--- config.mk ---
export PLATFORM = sky130hd
export DESIGN_NAME = xg_fault_mtu
export DESIGN_NICKNAME = d
export VERILOG_FILES = /design/src/xg_fault_mtu_pkg.sv /design/src/xg_fault_mtu.sv
export SDC_FILE = /design/constraint.sdc
export NUM_CORES = 1
export LEC_CHECK = 0
export BUFFER_PORTS_ARGS = -buffer_cell sky130_fd_sc_hd__buf_2
export CAP_MARGIN = 0
export CORE_MARGIN = 5
export CORE_UTILIZATION = 36
export DETAILED_ROUTE_END_ITERATION = 10
export GPL_TIMING_DRIVEN = 0
export PLACE_DENSITY_LB_ADDON = 0.2
export SLEW_MARGIN = 20
export SYNTH_ARGS = -nofsm -noshare
export SYNTH_HDL_FRONTEND = slang
export SYNTH_SLANG_ARGS = --single-unit
--- constraint.sdc ---
create_clock -name clk_i -period 2.55 [get_ports clk_i]
set_input_delay 0.51 -clock clk_i [delete_from_list [all_inputs] [get_ports clk_i]]
set_output_delay 0.51 -clock clk_i [all_outputs]
set_load 0.03 [all_outputs]
--- src/xg_fault_mtu_pkg.sv ---
/*
  constants, field layouts and carrier types for the fault signalling and
  frame length limit block of a 10 Gb mac.
  assumes: one 10 MHz clock domain, classic wishbone register access.
*/
`default_nettype none

package xg_fault_mtu_pkg;

  // ==========================================================
  // register byte offsets
  localparam logic [7:0] FAULT_CFG_OFS  = 8'h00;
  localparam logic [7:0] RX_LIMIT_OFS   = 8'h04;
  localparam logic [7:0] TX_LIMIT_OFS   = 8'h08;
  localparam logic [7:0] FRAME_CTL_OFS  = 8'h0C;
  localparam logic [7:0] IRQ_STAT_OFS   = 8'h10;
  localparam logic [7:0] IRQ_MASK_OFS   = 8'h14;

  // ==========================================================
  // field positions
  localparam int RX_LOCK_BIT    = 31;
  localparam int TX_LOCK_BIT    = 30;
  localparam int REMOTE_BIT     = 29;
  localparam int LOCAL_BIT      = 28;
  localparam int INHIBIT_BIT    = 27;
  localparam int LIMIT_EN_BIT   = 16;
  localparam int RX_JUMBO_BIT   = 0;
  localparam int TX_JUMBO_BIT   = 1;

  // ==========================================================
  // reset values and fixed lengths
  localparam logic       INHIBIT_RST    = 1'b0;
  localparam logic       LIMIT_EN_RST   = 1'b0;
  localparam logic [14:0] LIMIT_SIZE_RST = 15'h05EE;
  localparam logic [15:0] LEGAL_MAX_LEN  = 16'h05EE;
  localparam logic [15:0] NO_LIMIT_LEN   = 16'hFFFF;

  // ==========================================================
  // interrupt event positions
  localparam int EV_LOCAL_ON    = 0;
  localparam int EV_REMOTE_ON   = 1;
  localparam int EV_RX_UNLOCK   = 2;
  localparam int EV_TX_UNLOCK   = 3;
  localparam int EV_RX_LONG     = 4;
  localparam int EV_TX_LONG     = 5;
  localparam int EV_W           = 6;

  // ==========================================================
  // carrier types
  typedef struct packed {
    logic        enable;
    logic [14:0] size;
  } limit_s;

  typedef struct packed {
    logic        cyc;
    logic        stb;
    logic        we;
    logic [7:0]  adr;
    logic [3:0]  sel;
    logic [31:0] dat;
  } wb_req_s;

  typedef enum logic [2:0] {
    TX_PASS         = 3'b001,
    TX_REMOTE_FAULT = 3'b010,
    TX_IDLE         = 3'b100
  } tx_mode_e;

endpackage

`default_nettype wire

--- src/xg_fault_mtu.sv ---
/*
  fault response and frame length limit control of a 10 Gb mac, with a
  classic wishbone register slave and a masked level interrupt.
  assumes: lock and fault levels come from other domains and are
  synchronised here; frame lengths arrive on clk_i with a valid pulse.
*/
`timescale 1ns/1ps
`default_nettype none

// Behaviour
// - rx clock_manager lock shown read-only at config bit 31, 1 = locked.
// - tx clock_manager lock shown read-only at config bit 30, 1 = locked.
// - config bit 29 is 1 while remote fault sets are received.
// - config bit 28 is 1 while local fault sets are received.
// - inhibit bit 27 clear (reset): local fault received sends remote fault.
// - inhibit clear: remote fault received without local fault sends idles instead of mac data.
// - inhibit set: mac transmit data always passes to the link.
// - receive_limit_enable set: receive_limit_size is the max frame length.
// - receive_limit_size at bits 14:0, reset 0x05EE, used only when enabled.
// - transmit_limit_enable set: transmit_limit_size is the max frame length.
// - transmit_limit_size at bits 14:0, reset 0x05EE, used only when enabled.
// - limit disabled: max length comes from jumbo setting, not the size.
// - tx jumbo off: only up to legal maximum; on: longer frames allowed.
module xg_fault_mtu (
  // clock and reset
  input  wire logic        clk_i,
  input  wire logic        rst_i,
  // wishbone slave
  input  wire logic        wb_cyc_i,
  input  wire logic        wb_stb_i,
  input  wire logic        wb_we_i,
  input  wire logic [7:0]  wb_adr_i,
  input  wire logic [3:0]  wb_sel_i,
  input  wire logic [31:0] wb_dat_i,
  output logic      [31:0] wb_dat_o,
  output logic             wb_ack_o,
  // link status, asynchronous levels
  input  wire logic        rx_lock_i,
  input  wire logic        tx_lock_i,
  input  wire logic        rx_local_fault_i,
  input  wire logic        rx_remote_fault_i,
  // transmit sublayer selection
  output xg_fault_mtu_pkg::tx_mode_e tx_mode_o,
  // frame length checks
  input  wire logic [15:0] rx_len_i,
  input  wire logic        rx_len_valid_i,
  output logic             rx_too_long_o,
  input  wire logic [15:0] tx_len_i,
  input  wire logic        tx_len_valid_i,
  output logic             tx_too_long_o,
  // interrupt
  output logic             irq_o
);

  // ==========================================================
  // functions
  function automatic logic [31:0] merge(input logic [31:0] old,
                                        input logic [31:0] nw,
                                        input logic [3:0]  sel);
    logic [31:0] r;
    r = old;
    for (int i = 0; i < 4; i++) begin
      if (sel[i]) begin
        r[i*8 +: 8] = nw[i*8 +: 8];
      end
    end
    return r;
  endfunction

  // effective limit; unlimited only when jumbo and no size limit
  function automatic logic [15:0] max_len(input xg_fault_mtu_pkg::limit_s l,
                                          input logic jumbo);
    logic [15:0] r;
    r = xg_fault_mtu_pkg::LEGAL_MAX_LEN;
    if (l.enable) begin
      r = {1'b0, l.size};
    end else if (jumbo) begin
      r = xg_fault_mtu_pkg::NO_LIMIT_LEN;
    end
    return r;
  endfunction

  function automatic logic [31:0] limit_word(
    input xg_fault_mtu_pkg::limit_s l);
    return {15'h0000, l.enable, 1'b0, l.size};
  endfunction

  // ==========================================================
  // synchronisers; first stage read only by second
  logic [3:0] meta_q;
  logic [3:0] sync_q;
  logic [3:0] sync_prev_q;
  wire  [3:0] async_in = {rx_lock_i, tx_lock_i,
                          rx_remote_fault_i, rx_local_fault_i};

  always_ff @(posedge clk_i) begin
    meta_q <= async_in;
    sync_q <= meta_q;
    sync_prev_q <= sync_q;
  end

  wire rx_lock_s = sync_q[3];
  wire tx_lock_s = sync_q[2];
  wire remote_s  = sync_q[1];
  wire local_s   = sync_q[0];

  // ==========================================================
  // bus decode
  xg_fault_mtu_pkg::wb_req_s req;
  assign req = '{cyc: wb_cyc_i, stb: wb_stb_i, we: wb_we_i,
                 adr: wb_adr_i, sel: wb_sel_i, dat: wb_dat_i};

  logic ack_q;
  wire  req_new  = req.cyc & req.stb & ~ack_q;
  wire  wr_fire  = req.cyc & req.stb & ack_q & req.we;
  wire  rd_fire  = req.cyc & req.stb & ack_q & ~req.we;
  wire  hit_cfg  = req.adr == xg_fault_mtu_pkg::FAULT_CFG_OFS;
  wire  hit_rxl  = req.adr == xg_fault_mtu_pkg::RX_LIMIT_OFS;
  wire  hit_txl  = req.adr == xg_fault_mtu_pkg::TX_LIMIT_OFS;
  wire  hit_fctl = req.adr == xg_fault_mtu_pkg::FRAME_CTL_OFS;
  wire  hit_stat = req.adr == xg_fault_mtu_pkg::IRQ_STAT_OFS;
  wire  hit_mask = req.adr == xg_fault_mtu_pkg::IRQ_MASK_OFS;

  // ==========================================================
  // registers
  logic                     inhibit_q;
  xg_fault_mtu_pkg::limit_s rx_lim_q;
  xg_fault_mtu_pkg::limit_s tx_lim_q;
  logic                     rx_jumbo_q;
  logic                     tx_jumbo_q;
  logic [5:0]               stat_q;
  logic [5:0]               mask_q;
  logic [31:0]              rdata_q;

  wire [31:0] cfg_word = {rx_lock_s,
                          tx_lock_s,
                          remote_s,
                          local_s,
                          inhibit_q, 27'h0000000};
  wire [31:0] fctl_word = {30'h00000000, tx_jumbo_q, rx_jumbo_q};

  // reserved and unmapped read as zero
  wire [31:0] rd_word =
    hit_cfg  ? cfg_word :
    hit_rxl  ? limit_word(rx_lim_q) :
    hit_txl  ? limit_word(tx_lim_q) :
    hit_fctl ? fctl_word :
    hit_stat ? {26'h0000000, stat_q} :
    hit_mask ? {26'h0000000, mask_q} : 32'h00000000;

  // only writable fields are taken; status bits dropped
  wire [31:0] cfg_m  = merge(cfg_word, req.dat, req.sel);
  wire [31:0] rxl_m  = merge(limit_word(rx_lim_q), req.dat, req.sel);
  wire [31:0] txl_m  = merge(limit_word(tx_lim_q), req.dat, req.sel);
  wire [31:0] fctl_m = merge(fctl_word, req.dat, req.sel);
  wire [31:0] mask_m = merge({26'h0000000, mask_q}, req.dat, req.sel);

  always_ff @(posedge clk_i) begin
    if (rst_i) begin
      ack_q   <= 1'b0;
      rdata_q <= 32'h00000000;
    end else begin
      ack_q <= req_new;
      if (req_new) begin
        rdata_q <= rd_word;
      end
    end
  end

  // size is stored unchecked; values under 1518 are software's fault
  always_ff @(posedge clk_i) begin
    if (rst_i) begin
      inhibit_q  <= xg_fault_mtu_pkg::INHIBIT_RST;
      rx_lim_q   <= '{enable: xg_fault_mtu_pkg::LIMIT_EN_RST,
                      size: xg_fault_mtu_pkg::LIMIT_SIZE_RST};
      tx_lim_q   <= '{enable: xg_fault_mtu_pkg::LIMIT_EN_RST,
                      size: xg_fault_mtu_pkg::LIMIT_SIZE_RST};
      rx_jumbo_q <= 1'b0;
      tx_jumbo_q <= 1'b0;
      mask_q     <= 6'h00;
    end else if (wr_fire) begin
      if (hit_cfg) begin
        inhibit_q <= cfg_m[xg_fault_mtu_pkg::INHIBIT_BIT];
      end
      if (hit_rxl) begin
        rx_lim_q <= {rxl_m[xg_fault_mtu_pkg::LIMIT_EN_BIT], rxl_m[14:0]};
      end
      if (hit_txl) begin
        tx_lim_q <= {txl_m[xg_fault_mtu_pkg::LIMIT_EN_BIT], txl_m[14:0]};
      end
      if (hit_fctl) begin
        rx_jumbo_q <= fctl_m[xg_fault_mtu_pkg::RX_JUMBO_BIT];
        tx_jumbo_q <= fctl_m[xg_fault_mtu_pkg::TX_JUMBO_BIT];
      end
      if (hit_mask) begin
        mask_q <= mask_m[5:0];
      end
    end
  end

  assign wb_ack_o = ack_q;
  assign wb_dat_o = rdata_q;

  // ==========================================================
  // fault response
  xg_fault_mtu_pkg::tx_mode_e mode_d;
  xg_fault_mtu_pkg::tx_mode_e mode_q;

  // local fault outranks remote: our own receive path is broken
  always_comb begin
    case ({inhibit_q, local_s, remote_s})
      3'b010, 3'b011: mode_d = xg_fault_mtu_pkg::TX_REMOTE_FAULT;
      3'b001:         mode_d = xg_fault_mtu_pkg::TX_IDLE;
      default:        mode_d = xg_fault_mtu_pkg::TX_PASS;
    endcase
  end

  always_ff @(posedge clk_i) begin
    if (rst_i) begin
      mode_q <= xg_fault_mtu_pkg::TX_PASS;
    end else begin
      mode_q <= mode_d;
    end
  end

  assign tx_mode_o = mode_q;

  // ==========================================================
  // frame length limits
  wire [15:0] rx_max = max_len(rx_lim_q, rx_jumbo_q);
  wire [15:0] tx_max = max_len(tx_lim_q, tx_jumbo_q);
  wire rx_long_d = rx_len_valid_i & (rx_len_i > rx_max);
  wire tx_long_d = tx_len_valid_i & (tx_len_i > tx_max);
  logic rx_long_q;
  logic tx_long_q;

  always_ff @(posedge clk_i) begin
    if (rst_i) begin
      rx_long_q <= 1'b0;
      tx_long_q <= 1'b0;
    end else begin
      rx_long_q <= rx_long_d;
      tx_long_q <= tx_long_d;
    end
  end

  assign rx_too_long_o = rx_long_q;
  assign tx_too_long_o = tx_long_q;

  // ==========================================================
  // interrupts
  wire [5:0] ev = {tx_long_d, rx_long_d,
                   sync_prev_q[2] & ~tx_lock_s,
                   sync_prev_q[3] & ~rx_lock_s,
                   remote_s & ~sync_prev_q[1],
                   local_s & ~sync_prev_q[0]};
  // clear only what the read returned, so a later event survives
  wire [5:0] clr = (rd_fire & hit_stat) ? rdata_q[5:0] : 6'h00;

  always_ff @(posedge clk_i) begin
    if (rst_i) begin
      stat_q <= 6'h00;
    end else begin
      stat_q <= (stat_q & ~clr) | ev;
    end
  end

  assign irq_o = |(stat_q & mask_q);
endmodule

`default_nettype wire

==> impl_metrics.tcl, run 1 <==
set metrics [dict create \
    result_of_the_run "finished clean" \
    coreArea_sq_um 11500 \
    final_nets 734 \
    timing.critical_path.from_type "register" \
    criticalPathCategory "register to register" \
    cts_buffers 9 \
    synth_edf_count 0 \
    floorplan.die.height_um 119 \
    max_cap_violations 0 \
    regToRegEndpoint "stat_q[4]$_SDFF_PP0_" \
    clock_slew_at_the_register_clock_pins_of_the_worst_setup_and_hold_paths_ns 0.07 \
    dp.final_hpwl_mm 9.84 \
    cts.sink_count 86 \
    timing.clock.skew_ns 0.00567 \
    timing_worst_slew_pin_value_ns 0.802 \
    setup.worst_path.start "rx_lim_q[15]$_SDFFE_PP0P_" \
    gp_congestion 0.883 \
    drt_pass1_iterations 5 \
    postSynthRegisterBits 86 \
    crit_family "compound AO/OA/AOI/OAI gates" \
    avgRoutedWirePerCell_um 16.2 \
    grt_pass1_wl_mm 19.7 \
    port_bufs 97 \
    placedCellCount 749 \
    finalHoldViolations 0 \
    route.vias.total 3928 \
    timing.max_slew.rel_slack_pct 45.7 \
    capturing_element_type_of_the_critical_path "register" \
    worst_r2r_path_depth 8 \
    dpl_cell_area_sq_um 4960 \
    power_leakage_nw 2.30 \
    reg_to_reg_start "rx_lim_q[15]$_SDFFE_PP0P_" \
    setup-tns-final_ns 0 \
    finalHoldWorstSlack_ns 0.271 \
    critical_path_depth 8 \
    postRouteAntennaNets 0 \
    final_min_period_ns 2.31 \
    design.die.area_sq_um 14100 \
    share_of_layout_cells_above_drive_strength_1_pct 22.7 \
    postLayoutCellArea_sq_um 5260 \
    timing.critical_path.required_ns 2.78 \
    rsz0062_at_grt "no" \
    max_freq_mhz 433 \
    synth.top_cell.area_share_pct 40.5 \
    clock_tree.htree_level_count 3 \
    powerDensity_nw_per_um2 568 \
    finalWirelength_mm 12.4 \
    critical_path.n_buffers_inverters 1 \
    syn-mean-instance-area_sq_um 8.53 \
    drc_violations 0 \
    met1_routed_length_mm 5.61 \
    synth_cell_type_count 44 \
    synth-seq-area-share_pct 40.5 \
    grt-ovfl-total 0 \
    met2RoutedLength_mm 5.89 \
    track_usage_pct 17.4 \
    drv_slew 0 \
    synth_top_area_cell "sky130_fd_sc_hd__dfxtp_1" \
    synthesized_netlist_cell_count 499 \
    area_growth_syn_to_layout_pct 23.7 \
    critical_path_peak_fanout 10 \
    timing.reg2reg.setup_slack_ns 0.24 \
    synthesized_cell_area_sq_um 4250 \
    vdd_drop_max_v 0.000388 \
    pin_count_of_the_biggest_net_entering_global_routing 17 \
    top_layer_used "met4" \
    routed_via_density 5.15 \
    setup_viol 0 \
    fin_total_pwr_mw 2.99 \
    boundaryPins 126 \
    postSynth.asyncResetShare_pct 0 \
    cpMaxStageDelayCell "sky130_fd_sc_hd__dfxtp_1" \
    final.period_utilization_pct 90.6 \
    grt_antenna_before_repair 0 \
    critPathCapture "stat_q[4]$_SDFF_PP0_" \
    crit_path_max_incr_delay_ns 0.50 \
    wl_met3_um 766 \
    initial_util_pct 36.9 \
    post_synth_main_area_contributors "sky130_fd_sc_hd__dfxtp_1 (40%), sky130_fd_sc_hd__ha_1 (9.4%), sky130_fd_sc_hd__nand2_1 (8.2%)" \
    timing.critical_path.cells "clkbuf_2 > a21oi_1 > ha_1 > nand4_1 > nor3_1 > a41o_1 > o22ai_1 > a31o_1" \
    cts-root-buf "sky130_fd_sc_hd__clkbuf_16" \
    non_filler_instance_count_after_layout 763 \
    clk-insertion-delay-late_ns 0.33 \
    yosys_most_used_dff "sky130_fd_sc_hd__dfxtp_1" \
    synth_warn 0 \
    count_of_standard_cell_rows 39 \
    tritoncts "yes" \
    max-clock-path-buffers 2 \
    die_x_um 119 \
    drt_first_iter_violations 289 \
    n_diodes 0 \
    postCtsSetupRepairBufs 0 \
    crit_arrival_ns 2.54 \
    timing.hold.worst.class "primary input to register" \
    ctsHoldBuffers 0 \
    grt_pass1_vias 3877 \
]
placed cells by master (no fill, tap or decap), drive strengths merged, types with 2 or more instances in the layout:
cell type / count
a211o: 2
a21o: 2
a21oi: 49
a221o: 6
a221oi: 4
a22oi: 17
a31o: 2
and3: 7
and4: 5
buf: 118
clkbuf: 21
clkinv: 2
conb: 11
dfxtp: 86
ha: 32
inv: 10
mux2i: 21
nand2: 93
nand3: 27
nand4: 4
nor2: 27
nor2b: 23
nor3: 12
nor4: 2
nor4b: 3
o2111ai: 2
o21ai: 13
o22ai: 2
or2b: 5
flip-flops by register name, indices dropped and copies added, names as in the netlist:
| signal | flops |
|---|---|
| wb_dat_o | 21 |
| rx_lim_q | 16 |
| tx_lim_q | 16 |
| mask_q | 6 |
| stat_q | 6 |
| meta_q | 4 |
| sync_prev_q | 4 |
| sync_q | 4 |
| tx_mode_o | 3 |
| inhibit_q | 1 |
| rx_jumbo_q | 1 |
| rx_too_long_o | 1 |
| tx_jumbo_q | 1 |
| tx_too_long_o | 1 |
| wb_ack_o | 1 |
worst reg2reg max path: cells and delay by family, from the launching register on:
kind / cells / cell delay [ns]
AOI/OAI and AO/OA: 4 / 0.65
DFF: 1 / 0.50
and+or+nand+nor: 2 / 0.45
adders and majority gates: 1 / 0.34
buffers and inverters: 1 / 0.27
per-layer routing:
| metal | up-vias | global-route usage, % |
|---|---|---|
| met1 | 1816 | 22.8 |
| li1 | 1982 | - |
| met5 | - | 0 |
| met3 | 8 | 4.01 |
| met2 | 122 | 29.0 |
| met4 | 0 | 4.34 |
final cells by class:
cell class / count / area, sq um
repair buffers: 97 / 485
flip-flops and latches: 86 / 1720
multi-input cells: 381 / 2360
plain buffers: 33 / 181
well taps: 143 / 179
clock buffers: 9 / 225
inverters: 7 / 26.3
fillers: 1151 / 6250
clock inverters: 7 / 80.1
kinds of logic (layout without fill, tap and decap cells):
| kind of cell | count (synthesis) | after routing | synth area share (%) |
|---|---|---|---|
| other | 1 | 11 | 0.0882 |
| DFF | 86 | 86 | 40.5 |
| muxes | 21 | 21 | 4.94 |
| buffers and inverters | 42 | 153 | 5.00 |
| AOI/OAI and AO/OA | 101 | 101 | 14.8 |
| adders and majority gates | 32 | 32 | 9.41 |
| and+or+nand+nor | 216 | 216 | 25.3 |
cell usage after synthesis (4+ instances only):
cell / n
sky130_fd_sc_hd__nor3_1: 10
sky130_fd_sc_hd__o21ai_0: 13
sky130_fd_sc_hd__a221oi_1: 4
sky130_fd_sc_hd__nand2_1: 93
sky130_fd_sc_hd__ha_1: 32
sky130_fd_sc_hd__nand3_1: 27
sky130_fd_sc_hd__and3_1: 7
sky130_fd_sc_hd__mux2i_1: 21
sky130_fd_sc_hd__nand4_1: 4
sky130_fd_sc_hd__dfxtp_1: 86
sky130_fd_sc_hd__nor2_1: 27
sky130_fd_sc_hd__buf_2: 7
sky130_fd_sc_hd__or2b_1: 5
sky130_fd_sc_hd__nor2b_1: 23
sky130_fd_sc_hd__inv_1: 7
sky130_fd_sc_hd__a22oi_1: 17
sky130_fd_sc_hd__a21oi_1: 49
sky130_fd_sc_hd__buf_4: 12
sky130_fd_sc_hd__clkbuf_1: 13
sky130_fd_sc_hd__and4_1: 5
sky130_fd_sc_hd__a221o_1: 6
stage by stage:
stage                     setup WS, ns  util [%]
after floorplan                  0.456         -
after global placement           0.118      43.0
after detailed placement        0.0166      43.0
after CTS                      0.00109      45.7
after global routing            0.0771      45.7
final                            0.240      45.7
worst min-delay path by stage:
stage,startpoint,depth (start not counted),slack [ns],endpoint
2_1_floorplan,meta_q[0]$_DFF_P_,0,0.31,sync_q[0]$_DFF_P_
3_3_place_gp,meta_q[3]$_DFF_P_,0,0.31,sync_q[3]$_DFF_P_
3_5_place_dp,meta_q[0]$_DFF_P_,0,0.31,sync_q[0]$_DFF_P_
4_1_cts,rx_remote_fault_i,1,0.26,meta_q[1]$_DFF_P_
5_1_grt,rx_remote_fault_i,1,0.26,meta_q[1]$_DFF_P_
6_report,tx_lock_i,1,0.27,meta_q[2]$_DFF_P_
power by group:
group	switching (mW)	total, mW	internal, mW	leakage, nW
Combinational	0.164	0.269	0.105	1.45
Clock	0.562	1.34	0.773	0.148
Sequential	0.0159	1.38	1.37	0.701
Total	0.743	2.99	2.25	2.30
repair_timing:
action | 4_1_cts | 5_1_grt
resized for setup | 0 | 6
endpoints found under the hold margin | 0 | 0
endpoints found under the setup margin | 0 | 3
Power figures use the tool's default switching activity.
==> run 2: changes to the inputs <==
GPL_TIMING_DRIVEN = unset   (was 0)
PLACE_DENSITY_LB_ADDON = unset   (was 0.2)
==> run 2 against run 1 <==
Compared with the run above: non-clock buffer count down 19; via count down 0.69%; critical endpoint is now stat_q[5]$_SDFF_PP0_; critical path type unchanged; total power down 3.6%.
==> impl_metrics.tcl, run 2 (same netlist as run 1, synthesis figures left out) <==
set metrics [dict create \
    result_of_the_run "finished clean" \
    timing.hold.worst.class "primary input to register" \
    postRouteAntennaNets 0 \
    boundaryPins 126 \
    cts_buffers 9 \
    placedCellCount 728 \
    count_of_standard_cell_rows 39 \
    grt-ovfl-total 0 \
    design.die.area_sq_um 14100 \
    fillers 1154 \
    final_nets 715 \
    dp.final_hpwl_mm 9.52 \
    mostFrequentLayoutCell "sky130_fd_sc_hd__buf_2" \
    final_cell_mix "sky130_fd_sc_hd__buf_2 (99), sky130_fd_sc_hd__nand2_1 (93), sky130_fd_sc_hd__dfxtp_1 (86)" \
    port_bufs 99 \
    finalHoldWorstSlack_ns 0.268 \
    die_x_um 119 \
    grt_antenna_before_repair 0 \
    post_cts_resized 0 \
    largest_reg_flops 21 \
    non_filler_instance_count_after_layout 744 \
    gp_congestion 0.849 \
    grt_pass1_vias 3897 \
    max_freq_mhz 449 \
    timing.critical_path.required_ns 2.78 \
    drc_violations 0 \
    max-clock-path-buffers 2 \
    crit_arrival_ns 2.46 \
    cts-root-buf "sky130_fd_sc_hd__clkbuf_16" \
    capturing_element_type_of_the_critical_path "register" \
    end_of_flow_core_utilization_pct 44.7 \
    finalHoldViolations 0 \
    cts.sink_count 86 \
    grt_pass1_wl_mm 19.2 \
    criticalPathCategory "register to register" \
    track_usage_pct 17.1 \
    vdd_drop_max_v 0.000405 \
    clock_slew_at_the_register_clock_pins_of_the_worst_setup_and_hold_paths_ns 0.07 \
    max_cap_violations 0 \
    finalWirelength_mm 11.9 \
    coreArea_sq_um 11500 \
    area_growth_syn_to_layout_pct 21.1 \
    setup_viol 0 \
    power_leakage_nw 2.23 \
    rsz0062_at_grt "no" \
    drt_first_iter_violations 270 \
    cpMaxStageDelayCell "sky130_fd_sc_hd__dfxtp_1" \
    floorplan.die.height_um 119 \
    powerDensity_nw_per_um2 559 \
    initial_util_pct 36.9 \
    final_min_period_ns 2.22 \
    timing.critical_path.from_type "register" \
    postCtsSetupRepairBufs 0 \
    critical_path_peak_fanout 9 \
    drt_pass1_iterations 4 \
    route.vias.total 3901 \
    share_of_layout_cells_above_drive_strength_1_pct 21.8 \
    dpl_cell_area_sq_um 4870 \
    routed_via_density 5.24 \
    setup-tns-final_ns 0 \
    clk-insertion-delay-late_ns 0.34 \
    pin_count_of_the_biggest_net_entering_global_routing 19 \
    avgRoutedWirePerCell_um 16.0 \
    fin_total_pwr_mw 2.88 \
    n_diodes 0 \
    tritoncts "yes" \
    crit_path_max_incr_delay_ns 0.43 \
    final.setup.worst_slack_ns 0.325 \
    timing.max_slew.rel_slack_pct 53.4 \
    ctsHoldBuffers 0 \
    timing.clock.skew_ns 0.00744 \
    post-place-ws_ns 0.258 \
    timing.critical_path.cells "nor2b_1 > ha_1 > and3_1 > a221o_1 > a221oi_1 > o22ai_1 > a31o_1" \
    drv_slew 0 \
    timing_worst_slew_pin_value_ns 0.691 \
    final.period_utilization_pct 87.2 \
    clock_tree.htree_level_count 3 \
    postLayoutCellArea_sq_um 5150 \
]
-- run 2: cell count changes in the layout (fill, tap and decap cells not counted), moves of 2 or more --
cell | before | now
sky130_fd_sc_hd__clkbuf_2 | 3 | 0
sky130_fd_sc_hd__buf_2 | 104 | 99
sky130_fd_sc_hd__nor2b_1 | 21 | 23
sky130_fd_sc_hd__clkbuf_1 | 9 | 0
sky130_fd_sc_hd__buf_1 | 2 | 0
sky130_fd_sc_hd__nor2b_2 | 2 | 0
-- run 2: critical path: cells and delay by family (launching register included) --
kind / cells / cell delay, ns
adders and majority gates: 1 / 0.25
AOI/OAI and AO/OA: 4 / 1.02
and+or+nand+nor: 2 / 0.41
DFF: 1 / 0.43
-- run 2: cell type report --
cell class | count | area [sq um] | area share [%]
clock inverters | 7 | 57.6 | 1.12
well taps | 143 | 179 | 3.47
inverters | 7 | 26.3 | 0.510
repair buffers | 111 | 586 | 11.4
flip-flops and latches | 86 | 1720 | 33.4
multi-input cells | 381 | 2360 | 45.8
clock buffers | 9 | 225 | 4.37
-- run 2: power breakdown --
| group | switching, mW | internal (mW) | leakage, nW |
|---|---|---|---|
| logic | 0.159 | 0.0961 | 1.39 |
| clock network | 0.570 | 0.673 | 0.134 |
| registers | 0.0152 | 1.37 | 0.701 |
| total | 0.744 | 2.14 | 2.23 |
-- run 2: final timing paths --
check                                          startpoint                    to  slack, ns  cells after the start
worst max register to register  tx_lim_q[15]$_SDFFE_PP0P_  stat_q[5]$_SDFF_PP0_       0.33                      7
worst max-delay path            tx_lim_q[15]$_SDFFE_PP0P_  stat_q[5]$_SDFF_PP0_       0.33                      7
worst min register to register          meta_q[1]$_DFF_P_     sync_q[1]$_DFF_P_       0.33                      0
worst min-delay path                    rx_remote_fault_i     meta_q[1]$_DFF_P_       0.27                      1
-- run 2: layer usage --
metal | wire length (um) | up-vias | GRT usage [%]
li1 | - | 1943 | -
met1 | 5110 | 1805 | 21.6
met2 | 5700 | 129 | 28.4
met3 | 861 | 24 | 4.06
met4 | 212 | 0 | 6.15
met5 | 0 | - | 0
